File: src/hdl/pmw_pkg.sv
// Overview of operation
// - Two-bit field selects full, wake, energy state
// - Byte-order test write wakes a sleeping device
// - Writes ignored until one read after wake
// - Control register stays readable while sleeping
// - Writing one resets transceiver for 100 us
// - Reset bit self-clears when transceiver leaves reset
// - Writes to reset bit ignored while set
// - Remote-wake event drives enabled wake pin
// - Remote-wake event raises interrupt despite pin enable
// - Energy-detect event drives enabled wake pin
// - Energy-detect event raises interrupt despite pin enable
// - Drive type: open-drain active low, or push-pull
// - Wake-cause field reports which enabled events occurred
// - Writing one clears a wake-cause bit
// - Cause clears only in full power, ready
// - Cause clears only once its source cleared
// - Pulse mode 50 ms, else continuous level
// - Polarity bit sets push-pull active level
// - Output enable gates pin, never interrupt
// - Ready bit shows device stable after wake
package pmw_pkg;

  // ---------------------------------------------------------------
  // Register map (byte addresses)
  // ---------------------------------------------------------------
  localparam logic [31:0] PMC_OFF = 32'h84;
  localparam logic [31:0] BYTE_TEST_OFF = 32'h64;

  // ---------------------------------------------------------------
  // Field positions of the power management control register
  // ---------------------------------------------------------------
  localparam int STATE_LSB = 12;
  localparam int XCVR_RST_BIT = 10;
  localparam int REMOTE_WAKE_EN_BIT = 9;
  localparam int ENERGY_EN_BIT = 8;
  localparam int DRIVE_TYPE_BIT = 6;
  localparam int CAUSE_LSB = 4;
  localparam int PULSE_SEL_BIT = 3;
  localparam int POLARITY_BIT = 2;
  localparam int OUT_EN_BIT = 1;
  localparam int READY_BIT = 0;

  // ---------------------------------------------------------------
  // Timing
  // ---------------------------------------------------------------
  localparam int CLK_FREQ_MHZ = 250;
  localparam int XCVR_RST_TIME_US = 100;
  localparam int WAKE_PULSE_TIME_MS = 50;
  localparam int XCVR_RST_CYCLES = XCVR_RST_TIME_US * CLK_FREQ_MHZ;
  localparam int WAKE_PULSE_CYCLES = WAKE_PULSE_TIME_MS * 1000 * CLK_FREQ_MHZ;
  localparam int READY_DELAY_CYCLES = 64;

  // ---------------------------------------------------------------
  // Types
  // ---------------------------------------------------------------
  typedef enum logic [1:0] {
    FULL_POWER_STATE = 2'b00,
    WAKE_DETECT_STATE = 2'b01,
    ENERGY_DETECT_STATE = 2'b10,
    RESERVED_STATE = 2'b11
  } pmw_state_t;

  // Plain read/write configuration bits
  typedef struct packed {
    logic remoteWakeEnable;
    logic energyDetectEnable;
    logic driveType;
    logic pulseSelect;
    logic polarity;
    logic outputEnable;
  } pmw_cfg_t;

  localparam pmw_cfg_t CFG_RESET = '0;

endpackage : pmw_pkg

File: src/hdl/pmw_timer.sv
`timescale 1ns/1ps
`default_nettype none
module pmw_timer #(
  parameter int unsigned COUNT = 16
) (
  // Clock and reset
  input wire logic clk,
  input wire logic reset_n,
  // Control
  input wire logic start,
  output logic busy
);

  localparam int W = (COUNT > 1) ? $clog2(COUNT) : 1;
  localparam logic [W-1:0] LOAD = W'(COUNT - 1);

  logic [W-1:0] count_q;

  // ---------------------------------------------------------------
  // Busy for exactly COUNT cycles; a start while busy is ignored
  // ---------------------------------------------------------------
  always_ff @(posedge clk or negedge reset_n) begin
    if (!reset_n) begin
      count_q <= '0;
      busy <= 1'b0;
    end else if (start && !busy) begin
      count_q <= LOAD;
      busy <= 1'b1;
    end else if (busy) begin
      if (count_q == '0) begin
        busy <= 1'b0;
      end else begin
        count_q <= count_q - W'(1);
      end
    end
  end

endmodule : pmw_timer
`default_nettype wire

File: src/hdl/pmw_wake_control.sv
`timescale 1ns/1ps
`default_nettype none
module pmw_wake_control #(
  parameter int unsigned XCVR_RST_CYCLES = pmw_pkg::XCVR_RST_CYCLES,
  parameter int unsigned WAKE_PULSE_CYCLES = pmw_pkg::WAKE_PULSE_CYCLES,
  parameter int unsigned READY_DELAY_CYCLES = pmw_pkg::READY_DELAY_CYCLES
) (
  // Clock and reset
  input wire logic clk,
  input wire logic reset_n,
  // AHB-Lite slave
  input wire logic hsel,
  input wire logic [31:0] haddr,
  input wire logic [1:0] htrans,
  input wire logic hwrite,
  input wire logic [2:0] hsize,
  input wire logic [31:0] hwdata,
  input wire logic hready,
  output logic hreadyout,
  output logic hresp,
  output logic [31:0] hrdata,
  // Event sources, level high while pending
  input wire logic remoteWakeSource,
  input wire logic energyDetectSource,
  // Power state and transceiver control
  output logic [1:0] powerStateSelect,
  output logic transceiverReset,
  // Wake outputs
  output logic wakeInterrupt,
  output logic wakeOutputPinOut,
  output logic wakeOutputPinOe
);

  // ---------------------------------------------------------------
  // State
  // ---------------------------------------------------------------
  pmw_pkg::pmw_state_t powerState_q;
  pmw_pkg::pmw_cfg_t cfg_q;
  logic [1:0] wakeCause_q;
  logic writeArmed_q;
  logic bootDone_q;
  logic wrPmc_q;
  logic wrByteTest_q;
  logic wakeCondPrev_q;
  logic wakeInterrupt_q;
  logic pinOut_q;
  logic pinOe_q;
  logic [31:0] hrdata_q;

  logic addrPhase;
  logic hitPmc;
  logic hitByteTest;
  logic ready;
  logic writeOk;
  logic pmcWrite;
  logic wakeByWrite;
  logic [1:0] newState;
  logic xcvrStart;
  logic xcvrBusy;
  logic readyStart;
  logic readyBusy;
  logic pulseStart;
  logic pulseBusy;
  logic [1:0] causeSet;
  logic [1:0] causeClr;
  logic [1:0] causeSource;
  logic wakeCond;
  logic pinActive;
  logic [31:0] readValue;

  // ---------------------------------------------------------------
  // Bus decode
  // ---------------------------------------------------------------
  // Zero wait states: every data phase completes in one cycle
  assign hreadyout = 1'b1;
  assign hresp = 1'b0;
  assign hrdata = hrdata_q;
  assign addrPhase = hsel && hready && htrans[1];
  assign hitPmc = (haddr == pmw_pkg::PMC_OFF);
  assign hitByteTest = (haddr == pmw_pkg::BYTE_TEST_OFF);

  // Latch the address phase of writes for the following data phase
  always_ff @(posedge clk or negedge reset_n) begin
    if (!reset_n) begin
      wrPmc_q <= 1'b0;
      wrByteTest_q <= 1'b0;
    end else if (hready) begin
      wrPmc_q <= addrPhase && hwrite && hitPmc;
      wrByteTest_q <= addrPhase && hwrite && hitByteTest;
    end
  end

  // ---------------------------------------------------------------
  // Ready and write gating
  // ---------------------------------------------------------------
  // Stable only in full power once the settle delay has run out
  assign ready = bootDone_q && !readyBusy &&
                 (powerState_q == pmw_pkg::FULL_POWER_STATE);

  // Writes while not ready are dropped, a misbehaving host cannot harm
  assign writeOk = writeArmed_q && ready;
  assign pmcWrite = wrPmc_q && writeOk;
  // Any data wakes a sleeping device; the byte-test write needs no arming
  assign wakeByWrite = wrByteTest_q &&
                       (powerState_q != pmw_pkg::FULL_POWER_STATE);

  // Kick the settle timer once after reset and again on every wake
  assign readyStart = !bootDone_q || wakeByWrite;

  always_ff @(posedge clk or negedge reset_n) begin
    if (!reset_n) begin
      bootDone_q <= 1'b0;
    end else begin
      bootDone_q <= 1'b1;
    end
  end

  // A read arms writes; reset and each wake disarm them
  always_ff @(posedge clk or negedge reset_n) begin
    if (!reset_n) begin
      writeArmed_q <= 1'b0;
    end else if (wakeByWrite) begin
      writeArmed_q <= 1'b0;
    end else if (addrPhase && !hwrite) begin
      writeArmed_q <= 1'b1;
    end
  end

  // ---------------------------------------------------------------
  // Power state
  // ---------------------------------------------------------------
  assign newState = hwdata[pmw_pkg::STATE_LSB +: 2];

  // Reserved code is refused so the device never enters an undefined state
  always_ff @(posedge clk or negedge reset_n) begin
    if (!reset_n) begin
      powerState_q <= pmw_pkg::FULL_POWER_STATE;
    end else if (wakeByWrite) begin
      powerState_q <= pmw_pkg::FULL_POWER_STATE;
    end else if (pmcWrite && newState != 2'b11) begin
      case (newState)
        2'b01: powerState_q <= pmw_pkg::WAKE_DETECT_STATE;
        2'b10: powerState_q <= pmw_pkg::ENERGY_DETECT_STATE;
        default: powerState_q <= pmw_pkg::FULL_POWER_STATE;
      endcase
    end
  end

  assign powerStateSelect = powerState_q;

  // ---------------------------------------------------------------
  // Configuration bits
  // ---------------------------------------------------------------
  always_ff @(posedge clk or negedge reset_n) begin
    if (!reset_n) begin
      cfg_q <= pmw_pkg::CFG_RESET;
    end else if (pmcWrite) begin
      cfg_q.remoteWakeEnable <= hwdata[pmw_pkg::REMOTE_WAKE_EN_BIT];
      cfg_q.energyDetectEnable <= hwdata[pmw_pkg::ENERGY_EN_BIT];
      cfg_q.driveType <= hwdata[pmw_pkg::DRIVE_TYPE_BIT];
      cfg_q.pulseSelect <= hwdata[pmw_pkg::PULSE_SEL_BIT];
      cfg_q.polarity <= hwdata[pmw_pkg::POLARITY_BIT];
      cfg_q.outputEnable <= hwdata[pmw_pkg::OUT_EN_BIT];
    end
  end

  // ---------------------------------------------------------------
  // Transceiver reset
  // ---------------------------------------------------------------
  // A one while the bit still reads one is dropped here, before it reaches the timer
  assign xcvrStart = pmcWrite && hwdata[pmw_pkg::XCVR_RST_BIT] &&
                     !xcvrBusy;

  // Held for the full interval, then the bit clears on its own
  pmw_timer #(
    .COUNT(XCVR_RST_CYCLES)
  ) u_xcvr_timer (
    .clk(clk),
    .reset_n(reset_n),
    .start(xcvrStart),
    .busy(xcvrBusy)
  );

  assign transceiverReset = xcvrBusy;

  // ---------------------------------------------------------------
  // Settle delay behind the ready bit
  // ---------------------------------------------------------------
  pmw_timer #(
    .COUNT(READY_DELAY_CYCLES)
  ) u_ready_timer (
    .clk(clk),
    .reset_n(reset_n),
    .start(readyStart),
    .busy(readyBusy)
  );

  // ---------------------------------------------------------------
  // Wake cause
  // ---------------------------------------------------------------
  // Bit 1 remote wake, bit 0 energy detect; both set reads as multiple
  assign causeSource = {remoteWakeSource, energyDetectSource};
  assign causeSet = {remoteWakeSource && cfg_q.remoteWakeEnable,
                     energyDetectSource && cfg_q.energyDetectEnable};
  // Clear needs ready, a one in the lane, and a quiet source
  assign causeClr = (pmcWrite ? hwdata[pmw_pkg::CAUSE_LSB +: 2] : 2'b00) &
                    ~causeSource;

  // A new event in the clearing cycle wins over the clear
  always_ff @(posedge clk or negedge reset_n) begin
    if (!reset_n) begin
      wakeCause_q <= 2'b00;
    end else begin
      wakeCause_q <= causeSet | (wakeCause_q & ~causeClr);
    end
  end

  // ---------------------------------------------------------------
  // Wake interrupt and wake pin
  // ---------------------------------------------------------------
  // Clearing either the cause or its enable removes the condition
  assign wakeCond = (wakeCause_q[1] && cfg_q.remoteWakeEnable) ||
                    (wakeCause_q[0] && cfg_q.energyDetectEnable);

  // Interrupt ignores the pin enable entirely
  always_ff @(posedge clk or negedge reset_n) begin
    if (!reset_n) begin
      wakeInterrupt_q <= 1'b0;
    end else begin
      wakeInterrupt_q <= wakeCond;
    end
  end

  assign wakeInterrupt = wakeInterrupt_q;

  // Pulse starts on the rising edge of the wake condition
  always_ff @(posedge clk or negedge reset_n) begin
    if (!reset_n) begin
      wakeCondPrev_q <= 1'b0;
    end else begin
      wakeCondPrev_q <= wakeCond;
    end
  end

  assign pulseStart = wakeCond && !wakeCondPrev_q && cfg_q.pulseSelect;

  pmw_timer #(
    .COUNT(WAKE_PULSE_CYCLES)
  ) u_pulse_timer (
    .clk(clk),
    .reset_n(reset_n),
    .start(pulseStart),
    .busy(pulseBusy)
  );

  // Pulse mode ends after the interval even if the cause lingers
  assign pinActive = cfg_q.outputEnable && wakeCond &&
                     (!cfg_q.pulseSelect || pulseBusy);

  // Open-drain pulls low only when active; push-pull always drives
  always_ff @(posedge clk or negedge reset_n) begin
    if (!reset_n) begin
      pinOut_q <= 1'b0;
      pinOe_q <= 1'b0;
    end else if (!cfg_q.driveType) begin
      pinOut_q <= 1'b0;
      pinOe_q <= pinActive;
    end else begin
      pinOut_q <= cfg_q.polarity ? pinActive : !pinActive;
      pinOe_q <= 1'b1;
    end
  end

  assign wakeOutputPinOut = pinOut_q;
  assign wakeOutputPinOe = pinOe_q;

  // ---------------------------------------------------------------
  // Read data
  // ---------------------------------------------------------------
  // Reserved positions stay zero; the register answers in any state
  always_comb begin
    readValue = 32'h0;
    readValue[pmw_pkg::STATE_LSB +: 2] = powerState_q;
    readValue[pmw_pkg::XCVR_RST_BIT] = xcvrBusy;
    readValue[pmw_pkg::REMOTE_WAKE_EN_BIT] = cfg_q.remoteWakeEnable;
    readValue[pmw_pkg::ENERGY_EN_BIT] = cfg_q.energyDetectEnable;
    readValue[pmw_pkg::DRIVE_TYPE_BIT] = cfg_q.driveType;
    readValue[pmw_pkg::CAUSE_LSB +: 2] = wakeCause_q;
    readValue[pmw_pkg::PULSE_SEL_BIT] = cfg_q.pulseSelect;
    readValue[pmw_pkg::POLARITY_BIT] = cfg_q.polarity;
    readValue[pmw_pkg::OUT_EN_BIT] = cfg_q.outputEnable;
    readValue[pmw_pkg::READY_BIT] = ready;
  end

  // Captured at the address phase so data stand through the data phase
  always_ff @(posedge clk or negedge reset_n) begin
    if (!reset_n) begin
      hrdata_q <= 32'h0;
    end else if (addrPhase && !hwrite) begin
      hrdata_q <= hitPmc ? readValue : 32'h0;
    end
  end

endmodule : pmw_wake_control
`default_nettype wire

File: config.mk
export PLATFORM = sky130hd
export DESIGN_NAME = pmw_wake_control
export DESIGN_NICKNAME = d
export VERILOG_FILES = /design/src/hdl/pmw_pkg.sv /design/src/hdl/pmw_timer.sv /design/src/hdl/pmw_wake_control.sv
export SDC_FILE = /design/constraint.sdc
export NUM_CORES = 1
export LEC_CHECK = 0
export BUFFER_PORTS_ARGS = -buffer_cell sky130_fd_sc_hd__buf_4
export CELL_PAD_IN_SITES_DETAIL_PLACEMENT = 1
export CELL_PAD_IN_SITES_GLOBAL_PLACEMENT = 2
export CORE_UTILIZATION = 30
export DETAILED_ROUTE_END_ITERATION = 10
export PLACE_DENSITY = 0.84
export SLEW_MARGIN = 20
export SYNTH_ARGS = -nofsm -noshare
export SYNTH_HDL_FRONTEND = slang
export SYNTH_HIERARCHICAL = 1
export SYNTH_SLANG_ARGS = --single-unit
File: constraint.sdc
create_clock -name clk -period 3.85 [get_ports clk]
set_input_delay 0.385 -clock clk [delete_from_list [all_inputs] [get_ports clk]]
set_output_delay 0.385 -clock clk [all_outputs]
set_load 0.03 [all_outputs]
==> Word level (Yosys, flattened, before mapping) <==
Cells that the tools add are included.
{ "word_totals": {"inputBits": 76, "output_inout_bits": 40, "register_bits": 97} }
{ "classes": {"muxes": 28, "n_reduce_logical": 49, "n_addsub": 3, "n_eq_ne": 8, "bitwise_logic": 5} }
{ "ops": {"columns": ["op", "n"], "rows": [
  ["2-to-1 mux 24 bit", 3],
  ["2-to-1 mux 15 bit", 3],
  ["equality test 32 x 7 -> 1 bit (second input constant)", 1],
  ["equality test 32 x 8 -> 1 bit (second input constant)", 1],
  ["logical AND 1 bit", 25],
  ["logical NOT 24 bit", 1],
  ["subtractor 24 x 1 -> 24 bit (second input constant)", 1],
  ["2-to-1 mux 6 bit", 3],
  ["logical NOT 15 bit", 1],
  ["subtractor 15 x 1 -> 15 bit (second input constant)", 1],
  ["2-to-1 mux 1 bit", 14],
  ["2-to-1 mux 14 bit", 1],
  ["nonzero test 2 bit", 6],
  ["logical NOT 1 bit", 8],
  ["logical NOT 6 bit", 1],
  ["2-to-1 mux 2 bit", 3],
  ["!= test 2 x 1 -> 1 bit (second input constant)", 3],
  ["AND reduction 2 bit", 3],
  ["subtractor 6 x 1 -> 6 bit (second input constant)", 1],
  ["bitwise AND 2 bit", 2],
  ["NOT 2 bit", 2],
  ["one-hot mux 2 bit (2 select lines)", 1],
  ["logical OR 1 bit", 3],
  ["equality test 2 x 1 -> 1 bit (second input constant)", 1],
  ["4 further kinds", 4]
]} }

==> Depth between registers and ports, before layout <==
{ "depth": {"ltp_word": 10, "depth_mapped": 8} }

==> Hierarchy <==
The synthesis kept the hierarchy.
{ "modules_own_cells": {"columns": ["module", "n_inst", "seq_area_each_um2", "cells_each", "area_per_inst_um2"], "rows": [
  ["pmw_timer at u_pulse_timer", 1, 625.6, 162, 1560.2],
  ["pmw_wake_control", 1, 725.7, 133, 1534.0],
  ["pmw_timer at u_xcvr_timer", 1, 400.4, 84, 869.6],
  ["pmw_timer at u_ready_timer", 1, 175.2, 38, 394.1]
]} }

==> Worst setup path before layout <==
OpenSTA, ideal clock, no wires.
{ "synth_path": {"kind": "register to register", "startpoint": "register u_xcvr_timer.count_q[0]", "endpoint": "register u_xcvr_timer.count_q[0]", "path_buffers": 0, "synth_period_minus_slack_ps": 2059, "setup_time_ps": 125, "slack_ps": 1791, "t_arrival_ps": 1933, "t_required_ps": 3725, "path_stages_with_launch": 7, "cell_sequence": "dfrtp_1 -> inv_1 -> ha_1 -> or4b_4 -> o41ai_4 -> nand2_2 -> mux2_4"} }
{ "synth_via": {"elab_chain_cells": 4, "word_cells_on_any_way": 7, "classes_between": "add/sub: 1; eq/ne: 1; mux: 3; reduce/logical: 2"} }
{ "synth_rtl": {"columns": ["item", "line_no", "rtl"], "rows": [
  ["start: declaration", "pmw_timer.sv:17", "logic [W-1:0] count_q;"],
  ["start signal: assignment", "pmw_timer.sv:33", "count_q <= count_q - W'(1);"],
  ["subtractor 15 x 1 -> 15 bit", "pmw_timer.sv:33", null],
  ["2-to-1 mux 15 bit", "pmw_timer.sv:30", "if (count_q == '0) begin"],
  ["2-to-1 mux 15 bit", "pmw_timer.sv:29", "end else if (busy) begin"],
  ["2-to-1 mux 15 bit", "pmw_timer.sv:26", "end else if (start && !busy) begin"]
]} }
Parallel ways exist; a longest one is shown, timed or not. The select of a mux whose other input is x is not followed.
A chain may end at the register's enable or synchronous reset.

==> Worst setup path in the final report <==
{ "layout_path": {"startpoint": "register u_pulse_timer.count_q[10]", "endpoint": "register u_pulse_timer.count_q[8]"} }
{ "layout_via": {"elab_chain_cells": 3} }
{ "layout_rtl": {"columns": ["item", "line_no"], "rows": [
  ["start: declaration", "pmw_timer.sv:17"],
  ["start signal: assignment", "pmw_timer.sv:33"],
  ["logical NOT 24 bit", "pmw_timer.sv:30"],
  ["!= test 2 x 1 -> 1 bit (no source line)", null],
  ["AND reduction 2 bit (no source line)", null]
]} }
No other way between the ends.

==> flow_summary.ini <==
[status]
status = finished clean

[sta]
period_share = 0.647
rsz0062_at_grt = false
worst_pin_slew_ns = 0.994
finalSetupViolations = 0
slew_headroom = 0.337
period_needed_ns = 2.49
clock.fmax_mhz = 401
slew_viol_final = 0
whs_ns = 0.217
hold_violations = 0
finalSetupTns_ns = 0
worst_clock_skew_ns = 0.00770

[yosys]
synth-seq-cells = 77
synth_cell_types = 73
netlist_area_um2 = 4360
synthTopCellsByArea = dfrtp_1, mux2i_1, buf_4, nor2_1, a31o_1
syn_area_per_cell_um2 = 10.5
async_flop_share = 1.00
synth_top_area_cell = dfrtp_1
synth_compound_area_frac = 0.143
synth_warnings = 6
synthXorXnorAreaFrac = 0.00201
synthSimpleGateAreaFrac = 0.256
synth_edf_count = 0
seq_area_frac_synth = 0.442
synth_top_area_frac = 0.442
synthAdderAreaFrac = 0.0144
synthFlopType = dfrtp_1
synth_top_family_by_area = simple AND/OR/NAND/NOR gates
synth_mux_area_frac = 0.0698
syn_inst = 417

[floorplan]
die_area_um2 = 15000
rows = 43
die_height_um = 123
io_pins = 116
core_um2 = 14000
die_w_um = 123
start_util = 0.310

[global_route]
grt_util_all_layers = 0.164
grt_pass1_vias = 3779
antenna_found_initial = 0
gr-total-overflow = 0
grt_max_degree = 78
grt_first_pass_wirelength_um = 19300

[placement]
hpwlAfterDp_um = 7960
port_buffers = 68
place_congestion = 0.765

[detailed_routing]
vias = 3481
first_pass_iters = 4
drc = 0
routed_wl_um = 11200
drtAntennaViolNets = 0
drt_iter0_markers = 158
wl_per_cell_um = 16.7
vias_per_cell = 5.20

[worst_setup_path]
path_max_fanout = 10
worstSetupEndpointType = register
start_kind = register
cp.required_ns = 4.05
critPathArrivalTime_ns = 2.69
crit_type = register to register
r2r_cells = 4

[clocking]
clkSinkCount = 77
htree_levels = 3
clock_latency_ns = 0.34
ctsResizeCount = 0
hold_buffers = 0
cts_buffer_depth = 2
clkTransAtPathRegs_ns = 0.06
cts_tree = yes
clockRootBuffer = clkbuf_16
postCtsSetupBuffers = 0
cts_made_buffers = 9

[final_layout]
drive_above_1_share = 0.243
fill_cells = 1565
multi_input_area_um2 = 2210
fin_nets = 565
num_antenna_cells = 0
seq_area_um2 = 1930
final_cell_mix = dfrtp_1, buf_4, nor2_1
final_common_cell = dfrtp_1
area_growth_pct = 21.3

[job]
max_cap_viol_count = 0

[power]
p_per_area_nw_per_um2 = 405
p_leak_nw = 2.49
vdd_drop_max_mv = 0.236

[hold_path]
worstHoldPathType = primary input to asynchronous set/reset pin
-- area by class of cell --
class / instances / share of cell area
multi-input combinational: 310 / 0.417
sequential: 77 / 0.364
timing repair buffer: 69 / 0.0980
clock buffer: 10 / 0.0433
tap: 180 / 0.0426
clock inverter: 6 / 0.0225
inverter: 17 / 0.0121
-- Yosys cell counts, drive strengths merged (5+ instances only) --
cell	count
or3	6
nor3	9
clkbuf	6
nor2	33
nand4	7
a31oi	5
nand3	15
nand2b	8
inv	17
nand2	25
nor2b	16
o31ai	5
mux2i	21
or4	9
ha	5
mux2	8
o311ai	5
nor4	13
and2	11
nor4b	6
o21ai	11
o211ai	7
buf	28
a31o	12
dfrtp	77
-- critical path: stages (launching register included) --
cell and delay, ns:
dfrtp_1 0.43, nor3_1 0.67, nand3_1 0.55, nor3_1 0.55
o22ai_1 0.14
-- per-layer routing --
| metal | GRT usage | vias to the layer above | wire [µm] | share of wire |
|---|---|---|---|---|
| li1 | - | 1640 | - | - |
| met4 | 0.0373 | 0 | 141 | 0.013 |
| met3 | 0.0428 | 11 | 288 | 0.026 |
| met2 | 0.293 | 50 | 5830 | 0.52 |
| met1 | 0.197 | 1780 | 4920 | 0.44 |
| met5 | 0 | - | 0 | 0 |
-- where the power goes --
group,total [mW],internal [mW],switching (mW)
logic,0.250,0.115,0.134
registers,0.896,0.847,0.0490
clock network,0.997,0.642,0.356
-- path summary, 6_finish.rpt --
check                                                              to  slack, ns                                   from
worst min-delay path             u_pulse_timer/count_q[6]$_DFFE_PN0P_       0.22                                reset_n
min in group clk                             wakeCause_q[1]$_DFF_PN0_       0.23                              hwdata[5]
worst max register to register   u_pulse_timer/count_q[8]$_DFFE_PN0P_       1.36  u_pulse_timer/count_q[10]$_DFFE_PN0P_
max in group asynchronous       u_pulse_timer/count_q[21]$_DFFE_PN0P_       3.00                                reset_n
worst max-delay path             u_pulse_timer/count_q[8]$_DFFE_PN0P_       1.36  u_pulse_timer/count_q[10]$_DFFE_PN0P_
worst min register to register               writeArmed_q$_DFFE_PN0P_       0.49               writeArmed_q$_DFFE_PN0P_
-- state kept, by name (all words and copies together) (netlist names), 2 cells and up --
name / flops
u_ready_timer/count_q: 6
u_xcvr_timer/count_q: 15
hrdata: 12
cfg_q: 6
wakeCause_q: 2
powerStateSelect: 2
u_pulse_timer/count_q: 24
-- stage by stage --
| step | total power, mW | instance area (µm²) | setup slack (ns) | instances | utilization |
|---|---|---|---|---|---|
| after floorplan | 1.07 | 4440 | 1.79 | 438 | - |
| after global placement | 1.13 | 4940 | 1.57 | 653 | 0.352 |
| after detailed placement | 1.16 | 4940 | 1.49 | 653 | 0.352 |
| after CTS | 2.17 | 5290 | 1.44 | 669 | 0.376 |
| after global routing | 2.24 | 5290 | 1.27 | 669 | 0.377 |
| final | 2.14 | 5290 | 1.36 | 669 | 0.377 |
-- logic make-up (layout without fill, tap and decap cells) --
group,count (synthesis),in the layout
AOI/OAI and AO/OA,77,77
xor gates and xnor gates,1,1
and+or+nand+nor,175,175
muxes,29,29
other,2,23
DFF,77,77
adders and majority gates,5,5
buffers and inverters,51,102
Note: power is estimated with default switching activity, not from simulation.
